### src/ssbg_regs.svh
/*
  register offsets, field positions, reset values, function codes and
  timing figures of the servo status and broadcast gate.
  assumes a 20 MHz pclk and an APB master with 32-bit data.
*/
`ifndef SSBG_REGS_SVH
`define SSBG_REGS_SVH

`define SSBG_CTRL_OFF     8'h00
`define SSBG_IN_SEL_OFF   8'h04
`define SSBG_AON_OFF      8'h08
`define SSBG_OUT_SEL_OFF  8'h0C
`define SSBG_SHOT_OFF     8'h10
`define SSBG_RANGE_OFF    8'h14
`define SSBG_STAT_OFF     8'h18
`define SSBG_INT_ST_OFF   8'h1C
`define SSBG_INT_MSK_OFF  8'h20

`define SSBG_CTRL_BAUD_LSB 0
`define SSBG_CTRL_FMT_BIT  2
`define SSBG_CTRL_MODE_LSB 4
`define SSBG_CTRL_RST      32'h0000_0000
`define SSBG_SEL_RST       32'h0000_0000
`define SSBG_SHOT_RST      16'h0014
`define SSBG_RANGE_RST     32'h0010_0010

`define SSBG_FN_BLOCK 8'h4E
`define SSBG_FN_RDY   8'h01
`define SSBG_FN_INP   8'h02
`define SSBG_FN_ALM   8'h10
`define SSBG_FN_SRDY  8'h1C

`define SSBG_IRQ_DROP  0
`define SSBG_IRQ_EARLY 1
`define SSBG_IRQ_LATE  2
`define SSBG_IRQ_RDYF  3
`define SSBG_IRQ_INPR  4
`define SSBG_IRQ_W     5

`define SSBG_CLK_KHZ     20000
`define SSBG_T1_38400_US 5000
`define SSBG_T1_19200_US 10000
`define SSBG_T1_9600_US  10000
`define SSBG_T1_115K_US  1700
`define SSBG_WIN_US      2000

`endif

### src/ssbg_pkg.sv
/*
  types shared by the servo status and broadcast gate.
  assumes nothing beyond a SystemVerilog compiler.
*/
package ssbg_pkg;

  typedef enum logic [1:0]
  {
    SSBG_POS = 2'b00,
    SSBG_SPD = 2'b01,
    SSBG_TRQ = 2'b11
  } ssbg_mode_e;

  typedef enum logic [1:0]
  {
    SSBG_IDLE  = 2'b00,
    SSBG_SHOT  = 2'b01,
    SSBG_SPENT = 2'b11
  } ssbg_shot_e;

  typedef struct packed
  {
    logic servo_on;
    logic estop_release_in;
    logic coast_in;
    logic alarm_out;
    logic safety_enable_a;
    logic safety_enable_b;
    logic cpu_ok;
    logic mains_ok;
  } ssbg_cond_s;

  typedef struct packed
  {
    logic servo_lock;
    logic overtravel;
    logic dev_clear;
    logic positioning;
  } ssbg_motion_s;

  typedef struct packed
  {
    logic valid;
    logic broadcast;
  } ssbg_query_s;

endpackage

### src/ssbg_top.sv
/*
  servo status outputs and broadcast gate with an APB register file.
  assumes the frame handler gives one-cycle query, frame start and
  frame end pulses, and that all inputs are synchronous to pclk.
*/
// The APB interface to the registers and the placing of the registers were chosen for this implementation.
`timescale 1ns/1ps
`include "ssbg_regs.svh"

module ssbg_top
  import ssbg_pkg::*;
#(
  parameter int N_IN  = 4,
  parameter int N_OUT = 4,
  parameter int T1_38400_CYC = `SSBG_T1_38400_US * (`SSBG_CLK_KHZ / 1000),
  parameter int T1_19200_CYC = `SSBG_T1_19200_US * (`SSBG_CLK_KHZ / 1000),
  parameter int T1_9600_CYC  = `SSBG_T1_9600_US * (`SSBG_CLK_KHZ / 1000),
  parameter int T1_115K_CYC  = `SSBG_T1_115K_US * (`SSBG_CLK_KHZ / 1000),
  parameter int WIN_CYC      = `SSBG_WIN_US * (`SSBG_CLK_KHZ / 1000)
)
(
  input  wire logic              pclk,
  input  wire logic              presetn,
  input  wire logic              psel,
  input  wire logic              penable,
  input  wire logic              pwrite,
  input  wire logic [7:0]        paddr,
  input  wire logic [31:0]       pwdata,
  output logic      [31:0]       prdata,
  output logic                   pready,
  output logic                   pslverr,
  input  wire logic [N_IN-1:0]   sequence_input,
  input  wire logic              comm_block,
  input  wire ssbg_query_s       query,
  input  wire logic              frame_start,
  input  wire logic              frame_end,
  input  wire ssbg_cond_s        cond,
  input  wire ssbg_motion_s      motion,
  input  wire logic [15:0]       speed_mag,
  input  wire logic [15:0]       dev_mag,
  output logic                   query_pass,
  output logic                   query_drop,
  output logic                   rdy_out,
  output logic                   srdy_out,
  output logic                   in_position_out,
  output logic      [N_OUT-1:0]  out_term,
  output logic                   irq
);

  localparam int          CW       = 24;
  localparam logic [31:0] CTRL_RST = `SSBG_CTRL_RST;

  // ----------------------------------------------------------------
  // registers
  // ----------------------------------------------------------------
  logic [31:0]          ctrl_q;
  logic [31:0]          in_sel_q;
  logic [7:0]           aon_sel_q;
  logic [31:0]          out_sel_q;
  logic [15:0]          single_shot_time_setting;
  logic [31:0]          range_q;
  logic [`SSBG_IRQ_W-1:0] int_st_q;
  logic [`SSBG_IRQ_W-1:0] int_msk_q;
  logic [`SSBG_IRQ_W-1:0] ev;
  logic                 wr;
  logic                 rd;
  logic                 mapped;
  logic [31:0]          rdata;
  logic                 blocked;
  logic                 hw_block;
  logic                 srdy_d;
  logic                 rdy_d;
  logic                 inp_d;

  logic [1:0]           baud_rate_setting;
  logic                 in_position_format_setting;
  ssbg_mode_e           mode;
  logic [15:0]          zero_speed_range_setting;
  logic [15:0]          in_position_range_setting;

  assign baud_rate_setting = ctrl_q[`SSBG_CTRL_BAUD_LSB +: 2];
  assign in_position_format_setting = ctrl_q[`SSBG_CTRL_FMT_BIT];
  assign mode = ssbg_mode_e'(ctrl_q[`SSBG_CTRL_MODE_LSB +: 2]);
  assign zero_speed_range_setting = range_q[15:0];
  assign in_position_range_setting = range_q[31:16];

  // zero wait state: pready rises for the access phase only
  assign wr = psel & penable & pready & pwrite;
  assign rd = psel & ~penable & ~pwrite;

  always_comb
  begin
    mapped = 1'b1;
    rdata  = 32'h0000_0000;
    case (paddr)
      `SSBG_CTRL_OFF:    rdata = ctrl_q;
      `SSBG_IN_SEL_OFF:  rdata = in_sel_q;
      `SSBG_AON_OFF:     rdata = {24'h000000, aon_sel_q};
      `SSBG_OUT_SEL_OFF: rdata = out_sel_q;
      `SSBG_SHOT_OFF:    rdata = {16'h0000, single_shot_time_setting};
      `SSBG_RANGE_OFF:   rdata = range_q;
      `SSBG_STAT_OFF:    rdata = {28'h0000000, in_position_out,
                                  srdy_out, rdy_out, blocked};
      `SSBG_INT_ST_OFF:  rdata = {27'h0000000, int_st_q};
      `SSBG_INT_MSK_OFF: rdata = {27'h0000000, int_msk_q};
      default:           mapped = 1'b0;
    endcase
  end

  always_ff @(posedge pclk or negedge presetn)
  begin
    if (!presetn)
    begin
      pready  <= 1'b0;
      pslverr <= 1'b0;
      prdata  <= 32'h0000_0000;
    end
    else
    begin
      pready  <= psel & ~penable;
      pslverr <= psel & ~penable & ~mapped;
      if (rd)
        prdata <= rdata;
    end
  end

  always_ff @(posedge pclk or negedge presetn)
  begin
    if (!presetn)
    begin
      ctrl_q    <= `SSBG_CTRL_RST;
      in_sel_q  <= `SSBG_SEL_RST;
      aon_sel_q <= 8'h00;
      out_sel_q <= `SSBG_SEL_RST;
      single_shot_time_setting <= `SSBG_SHOT_RST;
      range_q   <= `SSBG_RANGE_RST;
      int_msk_q <= '0;
    end
    else if (wr)
    begin
      case (paddr)
        `SSBG_CTRL_OFF:    ctrl_q    <= pwdata;
        `SSBG_IN_SEL_OFF:  in_sel_q  <= pwdata;
        `SSBG_AON_OFF:     aon_sel_q <= pwdata[7:0];
        `SSBG_OUT_SEL_OFF: out_sel_q <= pwdata;
        `SSBG_SHOT_OFF:    single_shot_time_setting <= pwdata[15:0];
        `SSBG_RANGE_OFF:   range_q   <= pwdata;
        `SSBG_INT_MSK_OFF: int_msk_q <= pwdata[`SSBG_IRQ_W-1:0];
        default:           ;
      endcase
    end
  end

  // ----------------------------------------------------------------
  // interrupts: a new event wins over a write-one clear
  // ----------------------------------------------------------------
  logic [`SSBG_IRQ_W-1:0] clr;
  assign clr = (wr && paddr == `SSBG_INT_ST_OFF)
             ? pwdata[`SSBG_IRQ_W-1:0] : '0;

  // next mask, so a mask write reaches irq on the same edge, no lag
  logic [`SSBG_IRQ_W-1:0] msk_nx;
  assign msk_nx = (wr && paddr == `SSBG_INT_MSK_OFF)
                ? pwdata[`SSBG_IRQ_W-1:0] : int_msk_q;

  always_ff @(posedge pclk or negedge presetn)
  begin
    if (!presetn)
    begin
      int_st_q <= '0;
      irq      <= 1'b0;
    end
    else
    begin
      int_st_q <= (int_st_q & ~clr) | ev;
      irq      <= |(((int_st_q & ~clr) | ev) & msk_nx);
    end
  end

  // ----------------------------------------------------------------
  // broadcast gate
  // ----------------------------------------------------------------
  always_comb
  begin
    hw_block = 1'b0;
    for (int i = 0; i < N_IN; i++)
      if (in_sel_q[8*i +: 8] == `SSBG_FN_BLOCK && sequence_input[i])
        hw_block = 1'b1;
  end

  // always-on slot blocks for good; unassigned code leaves it off
  assign blocked = hw_block | comm_block
                 | (aon_sel_q == `SSBG_FN_BLOCK);

  always_ff @(posedge pclk or negedge presetn)
  begin
    if (!presetn)
    begin
      query_pass <= 1'b0;
      query_drop <= 1'b0;
    end
    else
    begin
      query_drop <= query.valid & query.broadcast & blocked;
      query_pass <= query.valid
                  & (~query.broadcast | ~blocked);
    end
  end

  // ----------------------------------------------------------------
  // hardwire switching window check
  // ----------------------------------------------------------------
  logic [CW-1:0] since_end_q;
  logic [CW-1:0] since_chg_q;
  logic          hw_prev_q;
  logic          changed_q;
  logic [CW-1:0] t1_cyc;
  logic          hw_edge;

  always_comb
  begin
    case (baud_rate_setting)
      2'h0:    t1_cyc = CW'(T1_38400_CYC);
      2'h1:    t1_cyc = CW'(T1_19200_CYC);
      2'h2:    t1_cyc = CW'(T1_9600_CYC);
      default: t1_cyc = CW'(T1_115K_CYC);
    endcase
  end

  assign hw_edge = hw_block ^ hw_prev_q;

  // counters saturate so a long idle link never wraps into a false pass
  always_ff @(posedge pclk or negedge presetn)
  begin
    if (!presetn)
    begin
      since_end_q <= '1;
      since_chg_q <= '1;
      hw_prev_q   <= 1'b0;
      changed_q   <= 1'b0;
    end
    else
    begin
      hw_prev_q <= hw_block;
      if (frame_end)
        since_end_q <= '0;
      else if (~&since_end_q)
        since_end_q <= since_end_q + 1'b1;
      if (hw_edge)
        since_chg_q <= '0;
      else if (~&since_chg_q)
        since_chg_q <= since_chg_q + 1'b1;
      if (hw_edge)
        changed_q <= 1'b1;
      else if (frame_end)
        changed_q <= 1'b0;
    end
  end

  // the host is only observed here; a breach just raises a flag
  always_comb
  begin
    ev = '0;
    ev[`SSBG_IRQ_DROP]  = query.valid & query.broadcast & blocked;
    ev[`SSBG_IRQ_EARLY] = hw_edge & (since_end_q < t1_cyc);
    ev[`SSBG_IRQ_LATE]  = frame_start & changed_q
                        & (since_chg_q > CW'(WIN_CYC));
    ev[`SSBG_IRQ_RDYF]  = rdy_out & ~rdy_d;
    ev[`SSBG_IRQ_INPR]  = ~in_position_out & inp_d;
  end

  // ----------------------------------------------------------------
  // ready outputs
  // ----------------------------------------------------------------
  assign srdy_d = cond.estop_release_in & ~cond.coast_in
                & ~cond.alarm_out & cond.safety_enable_a
                & cond.safety_enable_b & cond.cpu_ok
                & cond.mains_ok;
  assign rdy_d = cond.servo_on & cond.estop_release_in & ~cond.coast_in
               & ~cond.alarm_out & srdy_d
               & cond.safety_enable_a & cond.safety_enable_b;

  always_ff @(posedge pclk or negedge presetn)
  begin
    if (!presetn)
    begin
      srdy_out <= 1'b0;
      rdy_out  <= 1'b0;
    end
    else
    begin
      srdy_out <= srdy_d;
      rdy_out  <= rdy_d;
    end
  end

  // ----------------------------------------------------------------
  // in-position
  // ----------------------------------------------------------------
  ssbg_shot_e    shot_q;
  logic [15:0]   shot_cnt_q;
  logic          settled;
  logic          hold_on;

  assign settled = (speed_mag <= zero_speed_range_setting)
                 & (dev_mag <= in_position_range_setting);
  assign hold_on = ~cond.servo_on | motion.servo_lock
                 | motion.overtravel | motion.dev_clear
                 | ~cond.estop_release_in;

  always_ff @(posedge pclk or negedge presetn)
  begin
    if (!presetn)
    begin
      shot_q     <= SSBG_IDLE;
      shot_cnt_q <= 16'h0000;
    end
    else
    begin
      case (shot_q)
        SSBG_IDLE:
          if (settled)
          begin
            shot_q     <= SSBG_SHOT;
            shot_cnt_q <= single_shot_time_setting;
          end
        SSBG_SHOT:
          if (!settled)
            shot_q <= SSBG_IDLE;
          else if (shot_cnt_q <= 16'h0001)
            shot_q <= SSBG_SPENT;
          else
            shot_cnt_q <= shot_cnt_q - 16'h0001;
        SSBG_SPENT:
          if (!settled)
            shot_q <= SSBG_IDLE;
        default:
          shot_q <= SSBG_IDLE;
      endcase
    end
  end

  always_comb
  begin
    if (cond.alarm_out)
      inp_d = 1'b0;
    else if (mode != SSBG_POS)
      inp_d = 1'b1;
    else if (!motion.positioning && hold_on)
      inp_d = 1'b1;
    else if (!in_position_format_setting)
      inp_d = settled;
    else
      inp_d = (shot_q == SSBG_SHOT) & settled;
  end

  always_ff @(posedge pclk or negedge presetn)
  begin
    if (!presetn)
      in_position_out <= ~CTRL_RST[`SSBG_CTRL_FMT_BIT];
    else
      in_position_out <= inp_d;
  end

  // ----------------------------------------------------------------
  // output terminal selection
  // ----------------------------------------------------------------
  always_ff @(posedge pclk or negedge presetn)
  begin
    if (!presetn)
      out_term <= '0;
    else
      for (int i = 0; i < N_OUT; i++)
        case (out_sel_q[8*i +: 8])
          `SSBG_FN_RDY:  out_term[i] <= rdy_d;
          `SSBG_FN_INP:  out_term[i] <= inp_d;
          `SSBG_FN_ALM:  out_term[i] <= cond.alarm_out;
          `SSBG_FN_SRDY: out_term[i] <= srdy_d;
          default:       out_term[i] <= 1'b0;
        endcase
  end
endmodule

### config.mk
export PLATFORM = sky130hd
export DESIGN_NAME = ssbg_top
export DESIGN_NICKNAME = d
export VERILOG_FILES = /design/src/ssbg_pkg.sv /design/src/ssbg_top.sv
export VERILOG_INCLUDE_DIRS = /design/src /design/src/src
export SDC_FILE = /design/constraint.sdc
export NUM_CORES = 1
export LEC_CHECK = 0
export BUFFER_PORTS_ARGS = -buffer_cell sky130_fd_sc_hd__buf_2
export CAP_MARGIN = 20
export CORE_MARGIN = 10
export CORE_UTILIZATION = 40
export CTS_BUF_LIST = sky130_fd_sc_hd__clkbuf_4
export DETAILED_ROUTE_END_ITERATION = 7
export GPL_ROUTABILITY_DRIVEN = 0
export HOLD_SLACK_MARGIN = 0.03
export PLACE_DENSITY = 0.59
export SLEW_MARGIN = 20
export SYNTH_ARGS = -nofsm -noshare
export SYNTH_HDL_FRONTEND = slang
export SYNTH_SLANG_ARGS = --single-unit
### constraint.sdc
create_clock -name pclk -period 5.8 [get_ports pclk]
set_input_delay 0.29 -clock pclk [delete_from_list [all_inputs] [get_ports pclk]]
set_output_delay 0.29 -clock pclk [all_outputs]
set_load 0.01 [all_outputs]
=== Word-level counts from Yosys, hierarchy flattened ===
Cells that the tools add are included.

* Flip-flop bits (word level): 274
* Bits of input ports: 98
* Output and inout port bits: 44
* Logic and storage cells: 183

* Add/subtract/negate cells: 3
* $lt $le $gt $ge: 5
* Equality and inequality tests: 40
* Mux-type cells: 32
* Bitwise operators: 51
* Reduce and logical (&&, ||, !) cells: 28

{| class="wikitable"
|+ Operators with widths
! kind !! count
|-
| 32-bit case mux with 9 select lines || 1
|-
| 8-bit by 5-bit == test with 1-bit output (second input constant) || 12
|-
| 24-bit two-way mux || 4
|-
| 24-bit by 1-bit adder with 24-bit output (second input constant) || 2
|-
| 16-bit two-way mux || 3
|-
| 24-bit AND reduction || 2
|-
| 8-bit by 7-bit == test with 1-bit output (second input constant) || 5
|-
| 18-bit case mux with 2 select lines || 1
|-
| 8-bit by 1-bit == test with 1-bit output (second input constant) || 4
|-
| 8-bit by 2-bit == test with 1-bit output (second input constant) || 4
|-
| 16-bit <= comparator || 2
|-
| 16-bit case mux with 2 select lines || 1
|-
| 1-bit AND || 28
|-
| 24-bit by 16-bit > comparator with 1-bit output (second input constant) || 1
|-
| 24-bit less-than comparator || 1
|-
| 8-bit by 4-bit == test with 1-bit output (second input constant) || 2
|-
| 16-bit by 1-bit <= comparator with 1-bit output (second input constant) || 1
|-
| 1-bit case mux with 4 select lines || 4
|-
| 16-bit by 1-bit subtractor with 16-bit output (second input constant) || 1
|-
| 2-bit AND reduction || 7
|-
| 2-bit != test (second input constant) || 6
|-
| 1-bit two-way mux || 11
|-
| 1-bit NOT || 11
|-
| 5-bit AND || 2
|-
| other kinds (22) || 43
|}

=== Longest topological paths before layout ===
* Depth after elaboration: 15
* Gate-level depth with buffers: 11
* Depth with buffers taken out: 11

=== Worst setup path after synthesis ===
OpenSTA, ideal clock, no wires.

* Path type: reg2reg
* Start point: register range_q[20]
* End point: register shot_cnt_q[5]
* Data arrival time: 2432 ps
* Required time: 5672 ps
* Setup slack: 3241 ps
* Cell stages (with the launch flop): 11
* Buffers on the path: 1
* Clock period less this slack: 2559 ps
* Cell sequence: dfstp_2 > inv_1 > ha_1 > a21oi_1 > o21ai_0 > a221o_1 > o31a_1 > nor3_2 > clkbuf_1 > nand2_1 > o2bb2ai_1

* Word-level cells in the longest chain between the ends: 4
* Elaborated cells between the ends (all ways): 5

{| class="wikitable"
|+ Ends and longest elaborated chain
! what !! RTL line !! RTL
|-
| start, declared || ssbg_top.sv:61 || <nowiki>logic [31:0] range_q;</nowiki>
|-
| start signal, assigned || ssbg_top.sv:136 || <nowiki>range_q <= `SSBG_RANGE_RST;</nowiki>
|-
| start signal, assigned || ssbg_top.sv:147 || <nowiki>`SSBG_RANGE_OFF: range_q <= pwdata;</nowiki>
|-
| 16-bit <= comparator (*) || ssbg_top.sv:306 || <nowiki>& (dev_mag <= in_position_range_setting);</nowiki>
|-
| 1-bit AND (*) || ssbg_top.sv:306 ||
|-
| 2-bit != test (no line) || - ||
|-
| 4-bit AND reduction (no line) (*) || - ||
|-
| end signal, assigned || ssbg_top.sv:325 || <nowiki>shot_cnt_q <= single_shot_time_setting;</nowiki>
|-
| end signal, assigned || ssbg_top.sv:333 || <nowiki>shot_cnt_q <= shot_cnt_q - 16'h0001;</nowiki>
|-
| end, declared || ssbg_top.sv:301 || <nowiki>logic [15:0] shot_cnt_q;</nowiki>
|}

Mark *: on every way between the ends. The rest lies on a longest branch, timed or not.
A chain may end at the register's enable or synchronous reset.

=== Worst setup path after layout ===
* Start point: register range_q[15]
* End point: register out_term[0]

* Word-level cells in the longest chain between the ends: 8

{| class="wikitable"
|+ Ends and longest elaborated chain
! what !! RTL line !! RTL
|-
| 16-bit <= comparator (*) || ssbg_top.sv:305 || <nowiki>assign settled = (speed_mag <= zero_speed_range_setting)</nowiki>
|-
| 1-bit AND (*) || ssbg_top.sv:306 ||
|-
| 1-bit AND || ssbg_top.sv:354 || <nowiki>inp_d = (shot_q == SSBG_SHOT) & settled;</nowiki>
|-
| 1-bit two-way mux (*) || ssbg_top.sv:351 || <nowiki>else if (!in_position_format_setting)</nowiki>
|-
| 1-bit two-way mux (*) || ssbg_top.sv:349 || <nowiki>else if (!motion.positioning && hold_on)</nowiki>
|-
| 1-bit two-way mux (*) || ssbg_top.sv:347 || <nowiki>else if (mode != SSBG_POS)</nowiki>
|-
| 1-bit two-way mux (*) || ssbg_top.sv:345 || <nowiki>if (cond.alarm_out)</nowiki>
|-
| 1-bit case mux with 4 select lines (*) || ssbg_top.sv:374 || <nowiki>case (out_sel_q[8*i +: 8])</nowiki>
|-
| end signal, assigned by index || ssbg_top.sv:375 || <nowiki>`SSBG_FN_RDY: out_term[i] <= rdy_d;</nowiki>
|-
| end signal, assigned by index || ssbg_top.sv:376 || <nowiki>`SSBG_FN_INP: out_term[i] <= inp_d;</nowiki>
|-
| end signal, assigned by index || ssbg_top.sv:377 || <nowiki>`SSBG_FN_ALM: out_term[i] <= cond.alarm_out;</nowiki>
|-
| end, declared || ssbg_top.sv:46 || <nowiki>output logic [N_OUT-1:0] out_term,</nowiki>
|}

Marked as above.

==> results.yml <==
sta:
  layout_setup_ws_ns: 2.509
  finalHoldViolations: 0
  rsz0062_at_grt: "false"
  maxSlewViolCount: 0
  tns_ns: 0
  fin_crit_sh_pct: 56.74
  finalSetupViolations: 0
  relSlewSlack_pct: 33.44
  tightest_slew_ns: 0.9985
  fin_crit_ns: 3.291
  max_freq_mhz: 303.9
  fin_skew_ns: 0.05681
pwr:
  p_comb_share_pct: 8.1
  pwr-share-seq_pct: 48.5
  power.share.clock_pct: 43.4
  switching_share_pct: 26.14
  peakVddDrop_mv: 0.1208
  power_w: 0.004240
  p_int_w: 0.003132
  p_switching_w: 0.001109
  cellPowerDensity_mw_per_mm2: 261.2
  p_leak_nw: 7.637
setup_path:
  crit_top_cell: "nand4_1"
  cp_max_fo: 5
  end_kind: "flip-flop"
  cp_slowest_cell: "o31ai_1"
  critPathMaxStageDelay_ns: 0.81
  cp.arrival_ns: 3.88
  required_ns: 6.38
  reg2reg_slack_ns: 2.51
  critPathLaunchType: "flip-flop"
  critical_path_class: "flip-flop to flip-flop"
  crit_family: "compound AO/OA/AOI/OAI gates"
  crit_chain: "inv_1, ha_1, nand4_1, nor4_1, nand4_1, o31a_1, o31ai_1, a31oi_1, o22ai_1"
  critical_path.n_buffers_inverters: 1
clocking:
  cts_htree_levels: 3
  cts_tree: "done"
  clock_latency_ns: 0.73
  cts_made_buffers: 76
  cts.repair.resized: 0
  max-clock-path-buffers: 3
  clockRootBuffer: "clkbuf_4"
  cts.sinks: 274
  clk_pin_slew_ns: 0.07
layout:
  fin_nets: 1587
  drive_gt1_share_pct: 33.11
  area_growth_syn_to_layout_pct: 20.18
yosys:
  synth_edf_count: 0
  async_flop_share_pct: 100.0
  ys_seq_area_share_pct: 51.24
  synth_area_leaders: "dfrtp_1 (41%), mux2_2 (13%), dfstp_2 (10%)"
  synth-seq-cells: 274
  synth_top_area_share_pct: 40.93
  synth_fp_nets: 1356
  synth_area_leader_cell: "dfrtp_1"
  ys_top_cells_by_count: "dfrtp_1 (221), mux2_2 (155), nand2_1 (82)"
  synth_area_mm2: 0.01351
  synth.most_common_cell: "dfrtp_1"
  yosys_warnings: 0
  synthCells: 1210
  yosys.cell_types.count: 64
  synth.avg_cell_area_um2: 11.17
  ys.flop_type: "dfrtp_1"
floorplanning:
  die_y_um: 203.8
  dieArea_mm2: 0.04153
  pin_count: 142
  start_util_pct: 40.39
  core_mm2: 0.03345
  placementRows: 67
  fp.dieW_um: 203.8
drt:
  dr.pass1.iters: 7
  drt_iter0_markers: 787
  drtAntennaViolNets: 0
  avgRoutedWirePerCell_um: 19.70
  vias: 10590
  via_per_inst: 5.438
  drc: 0
  wirelength_mm: 38.37
min_path:
  hold_path_class: "primary input to flip-flop"
global_routing:
  grt_usage_pct: 18.47
  grt_busiest_layer: "met2"
  use_met1_pct: 23.93
  overflow: 0
  grt_first_pass_wirelength_mm: 61.27
  met2_usage_pct: 29.82
  met3_usage_pct: 4.426
  grt_pass1_vias: 11080
  antenna_found_initial: 1
  grt_max_degree: 184
placement:
  place.port_buffers: 141
  hpwl_mm: 26.46
  dp_slack_ns: 2.548
flow_run:
  maxCapViolations: 0
outcome:
  status: "completed"
-- layer usage --
metal	vias to the layer above	wire length, µm
met1	5282	17330
li1	5000	-
met3	62	1886
met2	250	18370
met5	-	0
met4	0	780
-- timing repair --
item | 4_1_cts | 5_1_grt
hold endpoints to repair | 280 | 0
hold buffers | 47 | 0
setup buffers | 0 | 0
-- state kept, by name (all words and copies together), names as in the netlist, 2 cells and up --
register and count:
ctrl_q 32, in_sel_q 32, out_sel_q 32, prdata 32, range_q 32, since_chg_q 24
since_end_q 24, shot_cnt_q 16, single_shot_time_setting 16, aon_sel_q 8, int_msk_q 5, int_st_q 5
out_term 4, shot_q 2
-- power by group through the flow --
stage / sequential [W] / clock (W) / combinational, W
2_1_floorplan: 0.00207 / 0 / 0.000171
3_3_place_gp: 0.00209 / 0 / 0.000315
5_1_grt: 0.00207 / 0.00201 / 0.000392
6_report: 0.00206 / 0.00184 / 0.000342
3_5_place_dp: 0.00209 / 0 / 0.000321
4_1_cts: 0.00206 / 0.00191 / 0.000346
-- worst paths after layout --
check	from	endpoint	depth (start not counted)
max	range_q[15]	out_term[0]	9
min	paddr[7]	int_msk_q[0]	4
max reg2reg	range_q[15]	out_term[0]	9
min reg2reg	prdata[11]	prdata[11]	1
max in group asynchronous	presetn	range_q[7]	3
min in group asynchronous	presetn	int_st_q[0]	2
-- cells in the final DEF, fill, tap and decap left out, drive strengths merged, types with 47 or more instances in the layout --
master       count
dlygate4sd3     47
a21oi           48
clkbuf         110
dfstp           53
nor2            79
ha              48
dfrtp          221
mux2           157
nand2           83
o21ai           57
buf            155
inv             55
-- per-stage QoR --
stage	instances	instance area [µm²]	util, %	hold slack [ns]
finish	1948	16240	48.54	0.1426
detailed placement	1764	14750	44.08	0.3792
floorplan	1210	13510	-	-0.005591
global placement	1764	14750	44.08	0.3806
global route	1948	16240	48.54	0.09803
CTS	1946	16230	48.51	0.06290
-- final cells by class --
cell class                 instances  area, µm²
fill                            3147      17210
sequential                       274       6923
multi-input combinational        833       6232
timing repair buffer             202       1304
clock buffer                     110      825.8
tap                              448      560.5
inverter                          54      202.7
clock inverter                    25      183.9
antenna                            2      5.005
-- logic make-up after synthesis --
| family | synth area share [%] |
|---|---|
| muxes | 13.34 |
| AOI/OAI and AO/OA | 12.13 |
| adders and majority gates | 4.445 |
| xor gates and xnor gates | 2.723 |
| buffers and inverters | 2.862 |
| DFF | 51.24 |
| and+or+nand+nor | 13.26 |
-- worst min-delay path, cell delays in order --
cell and delay [ns]:
buf_2 0.12, nor4_4 0.08, nand2_2 0.15, mux2_2 0.19
Power figures use the tool's default switching activity.
